[src/ccds_pkg.sv]
// Constants and state types for the CC detect status register bank.
// Assumes a 40 MHz device clock and 32-bit AHB-Lite register access.
package ccds_pkg;
   // Clock and time base.
   localparam int unsigned CLK_NS = 25;
   localparam int unsigned T_100US_NS = 100000;
   localparam int unsigned T_1600US_NS = 1600000;
   localparam int unsigned TICK_CYC = T_100US_NS / CLK_NS;
   localparam int unsigned LONG_TICKS = T_1600US_NS / T_100US_NS;
   localparam logic [11:0] TICK_LAST = 12'(TICK_CYC - 1);
   localparam logic [3:0] LONG_LAST = 4'(LONG_TICKS - 1);
   ////////////////////////////////////////////////////////////////////
   // Register indices; the byte address is four times the index.
   localparam logic [15:0] IDX_CTL = 16'h0800;
   localparam logic [15:0] IDX_DEB = 16'h0801;
   localparam logic [15:0] IDX_EVT = 16'h0803;
   localparam logic [15:0] IDX_CHG1 = 16'h0804;
   localparam logic [15:0] IDX_CHG2 = 16'h0805;
   localparam logic [15:0] IDX_HIT1 = 16'h0806;
   localparam logic [15:0] IDX_HIT2 = 16'h0807;
   localparam logic [15:0] A_CTL = {IDX_CTL[13:0], 2'b00};
   localparam logic [15:0] A_DEB = {IDX_DEB[13:0], 2'b00};
   localparam logic [15:0] A_EVT = {IDX_EVT[13:0], 2'b00};
   localparam logic [15:0] A_CHG1 = {IDX_CHG1[13:0], 2'b00};
   localparam logic [15:0] A_CHG2 = {IDX_CHG2[13:0], 2'b00};
   localparam logic [15:0] A_HIT1 = {IDX_HIT1[13:0], 2'b00};
   localparam logic [15:0] A_HIT2 = {IDX_HIT2[13:0], 2'b00};
   ////////////////////////////////////////////////////////////////////
   // Control register fields.
   localparam int unsigned B_SOLO = 0;
   localparam int unsigned B_ROLE = 2;
   localparam int unsigned B_CMPEN = 3;
   localparam int unsigned B_UNIT = 11;
   localparam int unsigned B_ADV = 12;
   // Event register fields.
   localparam int unsigned B_VLD = 7;
   localparam int unsigned B_PUC = 6;
   localparam int unsigned B_DET = 5;
   localparam int unsigned B_ATT = 4;
   localparam int unsigned B_SUM2 = 1;
   localparam int unsigned B_SUM1 = 0;
   // Match register defaults by role.
   localparam logic [7:0] HITS_DFP = 8'hFF;
   localparam logic [7:0] HITS_UFP = 8'h00;
   // Attachment states reported by the attach logic.
   localparam logic [1:0] PS_UNATT = 2'h0;
   localparam logic [1:0] PS_WAIT = 2'h1;
   ////////////////////////////////////////////////////////////////////
   // Whole state of the bank.
   typedef struct packed {
      logic [1:0][7:0] raw_m;
      logic [1:0][7:0] raw_s;
      logic [1:0][7:0] raw_h;
      logic [1:0][7:0] hits;
      logic [1:0][7:0] chg;
      logic [1:0][7:0] dcnt;
      logic [1:0][7:0] dbclr;
      logic [11:0] div;
      logic [3:0] div16;
      logic vbus_m;
      logic vbus_s;
      logic strap_m;
      logic strap_s;
      logic [1:0] init;
      logic conn_p;
      logic cv_p;
      logic vbus_p;
      logic [1:0] adv_p;
      logic solo;
      logic role;
      logic cmpen;
      logic unit;
      logic [7:0] mdeb;
      logic [7:0] pddeb;
      logic vld;
      logic fired;
      logic puc;
      logic det;
      logic att;
      logic wr;
      logic [15:0] waddr;
      logic [31:0] rdata;
   } ccds_state_t;
endpackage

[src/ccds_regs.sv]
// CC detect status register bank: match, change and event flags.
// Assumes comparator and strap pins are asynchronous and the attach
// logic (port state, connection, vopen, advertisement) runs on clock_i.
// Function
// - Flag first valid match after debouncer enable.
// - Standalone UFP flags pull-up advertisement change.
// - Pull-up change flag reads zero otherwise.
// - New advertisement readable in control register.
// - Standalone detach: DFP from CC, UFP VBUS.
// - Standalone attach: DFP CC, UFP CC plus VBUS.
// - Event sources are pulses; cleared stays clear.
// - Read-only per-pin change summary flags.
// - Change bit set when match bit changes.
// - Write one clears only those change bits.
// - Match bit means voltage exceeds threshold.
// - Unattached: update after match debounce interval.
// - AttachWait: update after PD debounce with vopen.
// - Attached: update after PD debounce interval.
// - Companion mode shows default until comparator enabled.
// - Debounced where enabled, else raw result.
// - Match default FFh as DFP, 00h UFP.
// - Match debounce steps 1.6 ms or 100 us.
// - Role bit: zero UFP, one DFP.
`timescale 1ns/1ps
module ccds_regs
(
   // Clock and reset.
   input wire logic clock_i,
   input wire logic rst_n_i,
   // AHB-Lite slave.
   input wire logic hsel_i,
   input wire logic [31:0] haddr_i,
   input wire logic [1:0] htrans_i,
   input wire logic hwrite_i,
   input wire logic [2:0] hsize_i,
   input wire logic [31:0] hwdata_i,
   input wire logic hready_i,
   output logic [31:0] hrdata_o,
   output logic hreadyout_o,
   output logic hresp_o,
   // Comparator and pin inputs, asynchronous.
   input wire logic [7:0] cc1_cmp_i,
   input wire logic [7:0] cc2_cmp_i,
   input wire logic vbus_valid_i,
   input wire logic role_strap_i,
   // Attach logic, same clock.
   input wire logic [1:0] port_state_i,
   input wire logic vopen_i,
   input wire logic cc_conn_i,
   input wire logic [1:0] adv_current_i,
   // Presented match results.
   output logic [7:0] cc1_hits_o,
   output logic [7:0] cc2_hits_o
);

   ////////////////////////////////////////////////////////////////////
   // Reset release through two flops; assertion stays asynchronous.
   logic rst_m_q;
   logic rst_n_q;
   always_ff @(posedge clock_i or negedge rst_n_i)
   begin
      if (!rst_n_i)
      begin
         rst_m_q <= 1'b0;
         rst_n_q <= 1'b0;
      end
      else
      begin
         rst_m_q <= 1'b1;
         rst_n_q <= rst_m_q;
      end
   end

   ////////////////////////////////////////////////////////////////////
   // Register read decode, used only by the bus read path.
   ccds_pkg::ccds_state_t s_q;
   ccds_pkg::ccds_state_t s_d;
   logic puc_mode;
   logic enabled;
   logic [15:0] evt_word;

   function automatic logic [31:0] read_reg(input ccds_pkg::ccds_state_t s, input logic [15:0] a,
                                            input logic [15:0] evt);
      logic [31:0] r;
      r = 32'h0000_0000;
      case (a)
         ccds_pkg::A_CTL:
         begin
            r[ccds_pkg::B_SOLO] = s.solo;
            r[ccds_pkg::B_ROLE] = s.role;
            r[ccds_pkg::B_CMPEN] = s.cmpen;
            r[ccds_pkg::B_UNIT] = s.unit;
            r[ccds_pkg::B_ADV +: 2] = s.adv_p;
         end
         ccds_pkg::A_DEB: r = {s.dbclr[1], s.dbclr[0], s.pddeb, s.mdeb};
         ccds_pkg::A_EVT: r = {16'h0000, evt};
         ccds_pkg::A_CHG1: r = {24'h000000, s.chg[0]};
         ccds_pkg::A_CHG2: r = {24'h000000, s.chg[1]};
         ccds_pkg::A_HIT1: r = {24'h000000, s.hits[0]};
         ccds_pkg::A_HIT2: r = {24'h000000, s.hits[1]};
         default: r = 32'h0000_0000;
      endcase
      return r;
   endfunction

   // Flag word; reserved bits and the pull-up flag outside its mode read zero.
   always_comb
   begin
      evt_word = 16'h0000;
      evt_word[ccds_pkg::B_VLD] = s_q.vld;
      evt_word[ccds_pkg::B_PUC] = s_q.puc & puc_mode;
      evt_word[ccds_pkg::B_DET] = s_q.det;
      evt_word[ccds_pkg::B_ATT] = s_q.att;
      evt_word[ccds_pkg::B_SUM2] = |s_q.chg[1];
      evt_word[ccds_pkg::B_SUM1] = |s_q.chg[0];
   end

   assign puc_mode = s_q.solo & ~s_q.role;
   assign enabled = s_q.solo | s_q.cmpen;

   ////////////////////////////////////////////////////////////////////
   // Next-state logic for the whole bank.
   logic tick100;
   logic tick1600;
   logic unit_tick;
   logic unatt;
   logic sel;
   logic ufp_cv;
   logic [1:0] settled;
   logic [7:0] dflt;
   logic [7:0] wmask;
   logic [7:0] differ;
   logic [7:0] lim;
   logic tk;
   logic run;

   always_comb
   begin
      s_d = s_q;
      wmask = 8'h00;
      differ = 8'h00;
      settled = 2'b00;
      // Pin inputs pass two flops before anything looks at them.
      s_d.raw_m = {cc2_cmp_i, cc1_cmp_i};
      s_d.raw_s = s_q.raw_m;
      s_d.raw_h = s_q.raw_s;
      s_d.vbus_m = vbus_valid_i;
      s_d.vbus_s = s_q.vbus_m;
      s_d.strap_m = role_strap_i;
      s_d.strap_s = s_q.strap_m;
      // Role strap is caught once the synchroniser has filled.
      if (s_q.init != 2'h3)
      begin
         s_d.init = s_q.init + 2'h1;
         if (s_q.init == 2'h2)
         begin
            s_d.role = s_q.strap_s;
         end
      end
      // Time base: 100 us enable pulse, and every sixteenth one.
      tick100 = (s_q.div == ccds_pkg::TICK_LAST);
      tick1600 = tick100 && (s_q.div16 == ccds_pkg::LONG_LAST);
      s_d.div = tick100 ? 12'h000 : s_q.div + 12'h001;
      if (tick100)
      begin
         s_d.div16 = tick1600 ? 4'h0 : s_q.div16 + 4'h1;
      end
      unit_tick = s_q.unit ? tick100 : tick1600;
      unatt = (port_state_i == ccds_pkg::PS_UNATT);
      // The unattached interval uses its unit; the PD interval counts 100 us.
      lim = unatt ? s_q.mdeb : s_q.pddeb;
      tk = unatt ? unit_tick : tick100;
      run = (port_state_i != ccds_pkg::PS_WAIT) || vopen_i;
      dflt = s_q.role ? ccds_pkg::HITS_DFP : ccds_pkg::HITS_UFP;
      // Per-pin match presentation.
      for (int p = 0; p < 2; p++)
      begin
         if (!enabled)
         begin
            s_d.hits[p] = dflt;
            s_d.dcnt[p] = 8'h00;
         end
         else
         begin
            // A set bit means the level is above that threshold.
            differ = (s_q.raw_s[p] ^ s_q.hits[p]) & s_q.dbclr[p];
            s_d.hits[p] = (s_q.raw_s[p] & ~s_q.dbclr[p]) | (s_q.hits[p] & s_q.dbclr[p]);
            settled[p] = (differ == 8'h00);
            // Any movement of the raw value restarts the interval.
            if (settled[p] || (s_q.raw_s[p] != s_q.raw_h[p]) || !run)
            begin
               s_d.dcnt[p] = 8'h00;
            end
            else if (s_q.dcnt[p] >= lim)
            begin
               s_d.hits[p] = s_q.raw_s[p];
               s_d.dcnt[p] = 8'h00;
            end
            else if (tk)
            begin
               s_d.dcnt[p] = s_q.dcnt[p] + 8'h01;
            end
         end
      end
      // Data phase of a write: control and interval registers.
      if (s_q.wr)
      begin
         case (s_q.waddr)
            ccds_pkg::A_CTL:
            begin
               s_d.solo = hwdata_i[ccds_pkg::B_SOLO];
               s_d.role = hwdata_i[ccds_pkg::B_ROLE];
               s_d.cmpen = hwdata_i[ccds_pkg::B_CMPEN];
               s_d.unit = hwdata_i[ccds_pkg::B_UNIT];
            end
            ccds_pkg::A_DEB:
            begin
               s_d.mdeb = hwdata_i[7:0];
               s_d.pddeb = hwdata_i[15:8];
               s_d.dbclr[0] = hwdata_i[23:16];
               s_d.dbclr[1] = hwdata_i[31:24];
            end
            default: wmask = 8'h00;
         endcase
      end
      // Change flags: clear the ones written, then set wins.
      for (int p = 0; p < 2; p++)
      begin
         wmask = (s_q.wr && (s_q.waddr == (p == 0 ? ccds_pkg::A_CHG1 : ccds_pkg::A_CHG2))) ?
                 hwdata_i[7:0] : 8'h00;
         s_d.chg[p] = (s_q.chg[p] & ~wmask) | (s_q.hits[p] ^ s_d.hits[p]);
      end
      // Event flags: clear when written as one, a new event wins.
      wmask = (s_q.wr && (s_q.waddr == ccds_pkg::A_EVT)) ? hwdata_i[7:0] : 8'h00;
      s_d.vld = s_q.vld & ~wmask[ccds_pkg::B_VLD];
      s_d.puc = s_q.puc & ~wmask[ccds_pkg::B_PUC] & puc_mode;
      s_d.det = s_q.det & ~wmask[ccds_pkg::B_DET];
      s_d.att = s_q.att & ~wmask[ccds_pkg::B_ATT];
      // First settled view after the debouncer starts raises the flag once.
      if (!enabled)
      begin
         s_d.fired = 1'b0;
      end
      else if (!s_q.fired && (settled == 2'b11))
      begin
         s_d.fired = 1'b1;
         s_d.vld = 1'b1;
      end
      // Advertisement changes are edges, so one change sets the flag once.
      s_d.adv_p = adv_current_i;
      if (puc_mode && (adv_current_i != s_q.adv_p))
      begin
         s_d.puc = 1'b1;
      end
      // Attach and detach edges in standalone mode.
      ufp_cv = cc_conn_i & s_q.vbus_s;
      s_d.conn_p = cc_conn_i;
      s_d.cv_p = ufp_cv;
      s_d.vbus_p = s_q.vbus_s;
      if (s_q.solo)
      begin
         if (s_q.role ? (cc_conn_i && !s_q.conn_p) : (ufp_cv && !s_q.cv_p))
         begin
            s_d.att = 1'b1;
         end
         if (s_q.role ? (!cc_conn_i && s_q.conn_p) : (!s_q.vbus_s && s_q.vbus_p))
         begin
            s_d.det = 1'b1;
         end
      end
      // Address phase: capture writes, fetch read data for the data phase.
      sel = hsel_i && htrans_i[1] && hready_i;
      s_d.wr = sel && hwrite_i;
      s_d.waddr = haddr_i[15:0];
      s_d.rdata = (sel && !hwrite_i) ? read_reg(s_q, haddr_i[15:0], evt_word) : 32'h0000_0000;
   end

   // One register for the whole state; reset clears everything.
   always_ff @(posedge clock_i or negedge rst_n_q)
   begin
      if (!rst_n_q)
      begin
         s_q <= '0;
      end
      else
      begin
         s_q <= s_d;
      end
   end

   // Zero wait states, always OKAY.
   assign hreadyout_o = 1'b1;
   assign hresp_o = 1'b0;
   assign hrdata_o = s_q.rdata;
   assign cc1_hits_o = s_q.hits[0];
   assign cc2_hits_o = s_q.hits[1];
endmodule // ccds_regs

[config.mk]
export PLATFORM = sky130hd
export DESIGN_NAME = ccds_regs
export DESIGN_NICKNAME = d
export VERILOG_FILES = /design/src/ccds_pkg.sv /design/src/ccds_regs.sv
export SDC_FILE = /design/constraint.sdc
export NUM_CORES = 1
export LEC_CHECK = 0
export BUFFER_PORTS_ARGS = -buffer_cell sky130_fd_sc_hd__buf_4
export CAP_MARGIN = 20
export CORE_UTILIZATION = 57
export DETAILED_ROUTE_END_ITERATION = 6
export PLACE_DENSITY = 0.89
export SETUP_SLACK_MARGIN = 0.15
export SLEW_MARGIN = 25
export SYNTH_ARGS = -nofsm -noshare
export SYNTH_HDL_FRONTEND = slang
export SYNTH_SLANG_ARGS = --single-unit
[constraint.sdc]
create_clock -name clock_i -period 9.5 [get_ports clock_i]
set_clock_uncertainty 0.2 [all_clocks]
set_input_delay 1.425 -clock clock_i [delete_from_list [all_inputs] [get_ports clock_i]]
set_output_delay 1.425 -clock clock_i [all_outputs]
set_load 0.01 [all_outputs]
==> results.sh <==
export IMPL_status="complete, no violations"
export IMPL_top_layer="met4"
export IMPL_finalWirelength_um=24410
export IMPL_num_vias=7274
export IMPL_ant_nets=0
export IMPL_io_buffers=125
export IMPL_place_congestion=0.9565
export IMPL_min_path_type="register to register"
export IMPL_worstSetupEndpointType="register"
export IMPL_worstPathRequired_ps=9680
export IMPL_final_nets=1061
export IMPL_die_area_mm2=0.01814
export IMPL_crit_path_start_kind="input port"
export IMPL_final_util_pct=67.41
export IMPL_dp_worst_setup_slack_ps=4749
export IMPL_pin_count=148
export IMPL_grt_overflow=0
export IMPL_htreeDepth=1
export IMPL_grt_use_total_pct=27.32
export IMPL_yosysWarnings=0
export IMPL_tritoncts="done"
export IMPL_synth_area_leaders="dfrtp_1 54%, mux2_2 6.3%, buf_4 3.7%"
export IMPL_ctsHoldBuffers=0
export IMPL_cts_sinks=215
export IMPL_cts_root_buf="clkbuf_16"
export IMPL_cts_setup_buffers=0
export IMPL_diodes=0
export IMPL_drtIter0Drc=965
export IMPL_worstSetupPathType="input port to register"
export IMPL_path_cells="buf_4 > nor2_4 > mux2_2 > ha_1 > nand2b_1 > a21o_1 > maj3_2 > a211oi_4 > o211ai_1 > a22o_1"
export IMPL_met1_length_um=9734
export IMPL_slew_violations=0
export IMPL_vias_per_cell=6.144
export IMPL_synthArstFlopShare_pct=100.0
export IMPL_yosysTopAreaCellShare_pct=53.62
export IMPL_drv_cap=0
export IMPL_yosysUniqueCellTypes=55
export IMPL_met3_wirelength_um=2279
export IMPL_die_x_um=134.7
export IMPL_synth_seq_area_share_pct=53.62
export IMPL_hold_viol_final=0
export IMPL_tightest_slew_ps=1107
export IMPL_p_leak_nw=5.142
export IMPL_synthFlopType="dfrtp_1"
export IMPL_clk_path_buf_depth=3
export IMPL_ir_worst_vdd_mv=0.1178
export IMPL_syn_area_mm2=0.01003
export IMPL_ys_seq_elements=215
export IMPL_period_share_pct=45.24
export IMPL_dpl_hpwl_um=16080
export IMPL_power_per_cell_area_mw_per_mm2=174.3
export IMPL_core_area_mm2=0.01724
export IMPL_yosysTopAreaCell="dfrtp_1"
export IMPL_synthToLayoutAreaGrowth_pct=15.79
export IMPL_cts_resized=0
export IMPL_wl_met2_um=11660
export IMPL_r2r_slack_ps=6240
export IMPL_fill_cells=1229
export IMPL_critPathTopFamily="compound AO/OA/AOI/OAI gates"
export IMPL_setup_viol=0
export IMPL_cp_arrival_ps=4480
export IMPL_drive_gt1_share_pct=25.34
export IMPL_grt_pass1_vias=7411
export IMPL_cts_buffers=22
export IMPL_wire_per_inst_um=20.61
export IMPL_clk_pin_slew_ps=60
export IMPL_synth_cells=872
export IMPL_grt_max_degree=145
export IMPL_fp_row_count=48
export IMPL_worst_slack_ps=5202
export IMPL_drc=0
export IMPL_slew_headroom_pct=25.17
export IMPL_crit_buf_inv=1
export IMPL_synth_edf_count=0
export IMPL_clock_latency_ps=500
export IMPL_cpMaxStageDelayCell="a211oi_4"
export IMPL_rsz0062_at_grt="false"
export IMPL_fmax_mhz=232.7
export IMPL_die_h_um=134.7
export IMPL_dr_pass1_iters=6
export IMPL_period_minus_slack_ps=4298
export IMPL_crit_fanout=17
export IMPL_cpPeakStageDelay_ps=800
export IMPL_start_util_pct=58.22
export IMPL_antenna_found_initial=0
export IMPL_avgSynthCellArea_um2=11.51
export IMPL_grt_pass1_wl_um=38800
export IMPL_fin_tns_setup_ps=0
final cells by class:
cell class	instances	area, um2	area share [%]
clock buffer	28	624.3	5.374
timing repair buffer	132	1003	8.637
inverter	10	37.54	0.3231
sequential	215	5384	46.34
multi-input combinational	562	4089	35.19
tap	225	281.5	2.423
clock inverter	12	198.9	1.712
synthesized netlist by cell type (17+ instances only):
master,number
and2_1,23
nor3_1,23
ha_1,20
nand4_1,18
o31ai_1,17
nand3_1,21
clkbuf_1,26
a21oi_1,45
nor4_1,25
a22o_1,18
mux2_2,56
xor2_1,34
nand2_1,56
buf_4,50
nand3b_1,19
xnor2_1,39
dfrtp_1,215
nor2_1,41
worst reg2reg max path, delay by kind of cell (launching register included):
family / cells / cell delay (ps)
AOI/OAI and AO/OA: 4 / 1500
muxes: 1 / 300
and+or+nand+nor: 1 / 140
adders and majority gates: 2 / 600
DFF: 1 / 410
cells in the final DEF (no fill, tap or decap), types with 10 or more instances in the layout:
master       n
o211ai_1    14
xnor2_1     39
nor3_1      23
inv_1       10
o31ai_1     17
xor2_1      34
mux2i_1     11
ha_1        20
a22o_1      18
nand3_1     21
dfrtp_1    214
buf_4      131
and2_1      23
nand3b_1    19
mux2_2      56
nor2_1      40
clkbuf_16   23
a22oi_1     13
a21oi_1     45
nand2_1     56
nor4_1      25
nand4_1     18
worst paths after layout:
| path | startpoint | cells after the start | to |
|---|---|---|---|
| max in group asynchronous | rst_n_q$_DFF_PN0_ | 1 | s_q[32]$_DFF_PN0_ |
| setup reg to reg | s_q[62]$_DFFE_PN0P_ | 8 | s_q[148]$_DFF_PN0_ |
| setup / recovery | port_state_i[1] | 10 | s_q[148]$_DFF_PN0_ |
| hold reg to reg | s_d[193]$_DFF_PN0_ | 0 | s_d[177]$_DFF_PN0_ |
| hold / removal | s_d[193]$_DFF_PN0_ | 0 | s_d[177]$_DFF_PN0_ |
| min in group asynchronous | rst_n_q$_DFF_PN0_ | 0 | s_q[113]$_DFFE_PN0P_ |
metrics by stage:
step           power (mW)  hold WS [ps]  instances  cell area (um2)
6_report            2.025         147.4       1184            11620
2_1_floorplan       1.027         131.2        873            10040
3_3_place_gp        1.074         131.7       1144            10800
4_1_cts             2.036         148.7       1184            11620
5_1_grt             2.085         155.8       1184            11620
3_5_place_dp        1.077         134.7       1144            10800
flip-flops by register name, indices dropped and copies added, names as in the netlist:
name        flops
rst_m_q         1
rst_n_q         1
cc1_hits_o      8
hrdata_o       32
s_q           127
s_d            35
evt_word        3
cc2_hits_o      8
routing by layer:
layer,up-vias,global-route usage (%)
li1,3214,-
met1,3556,35.99
met2,436,44.10
met3,68,6.119
met4,0,10.86
met5,-,0
where the power goes:
group | total (mW) | switching [mW] | leakage, nW | internal (mW)
logic | 0.0991 | 0.0488 | 2.06 | 0.0503
registers | 0.963 | 0.0280 | 2.69 | 0.935
clock network | 0.963 | 0.360 | 0.391 | 0.602
total | 2.03 | 0.437 | 5.14 | 1.59
cells by family (layout without fill, tap and decap cells):
group,after synthesis,in the layout,share of synthesized area [%]
compound gates,133,133,9.489
xor+xnor,73,73,6.372
fa+ha+maj,22,22,2.718
buf+inv,96,182,5.873
flops,215,215,53.62
mux,67,67,7.382
other cells,2,3,0.07484
simple gates,264,264,14.48
Power figures use the tool's default switching activity.
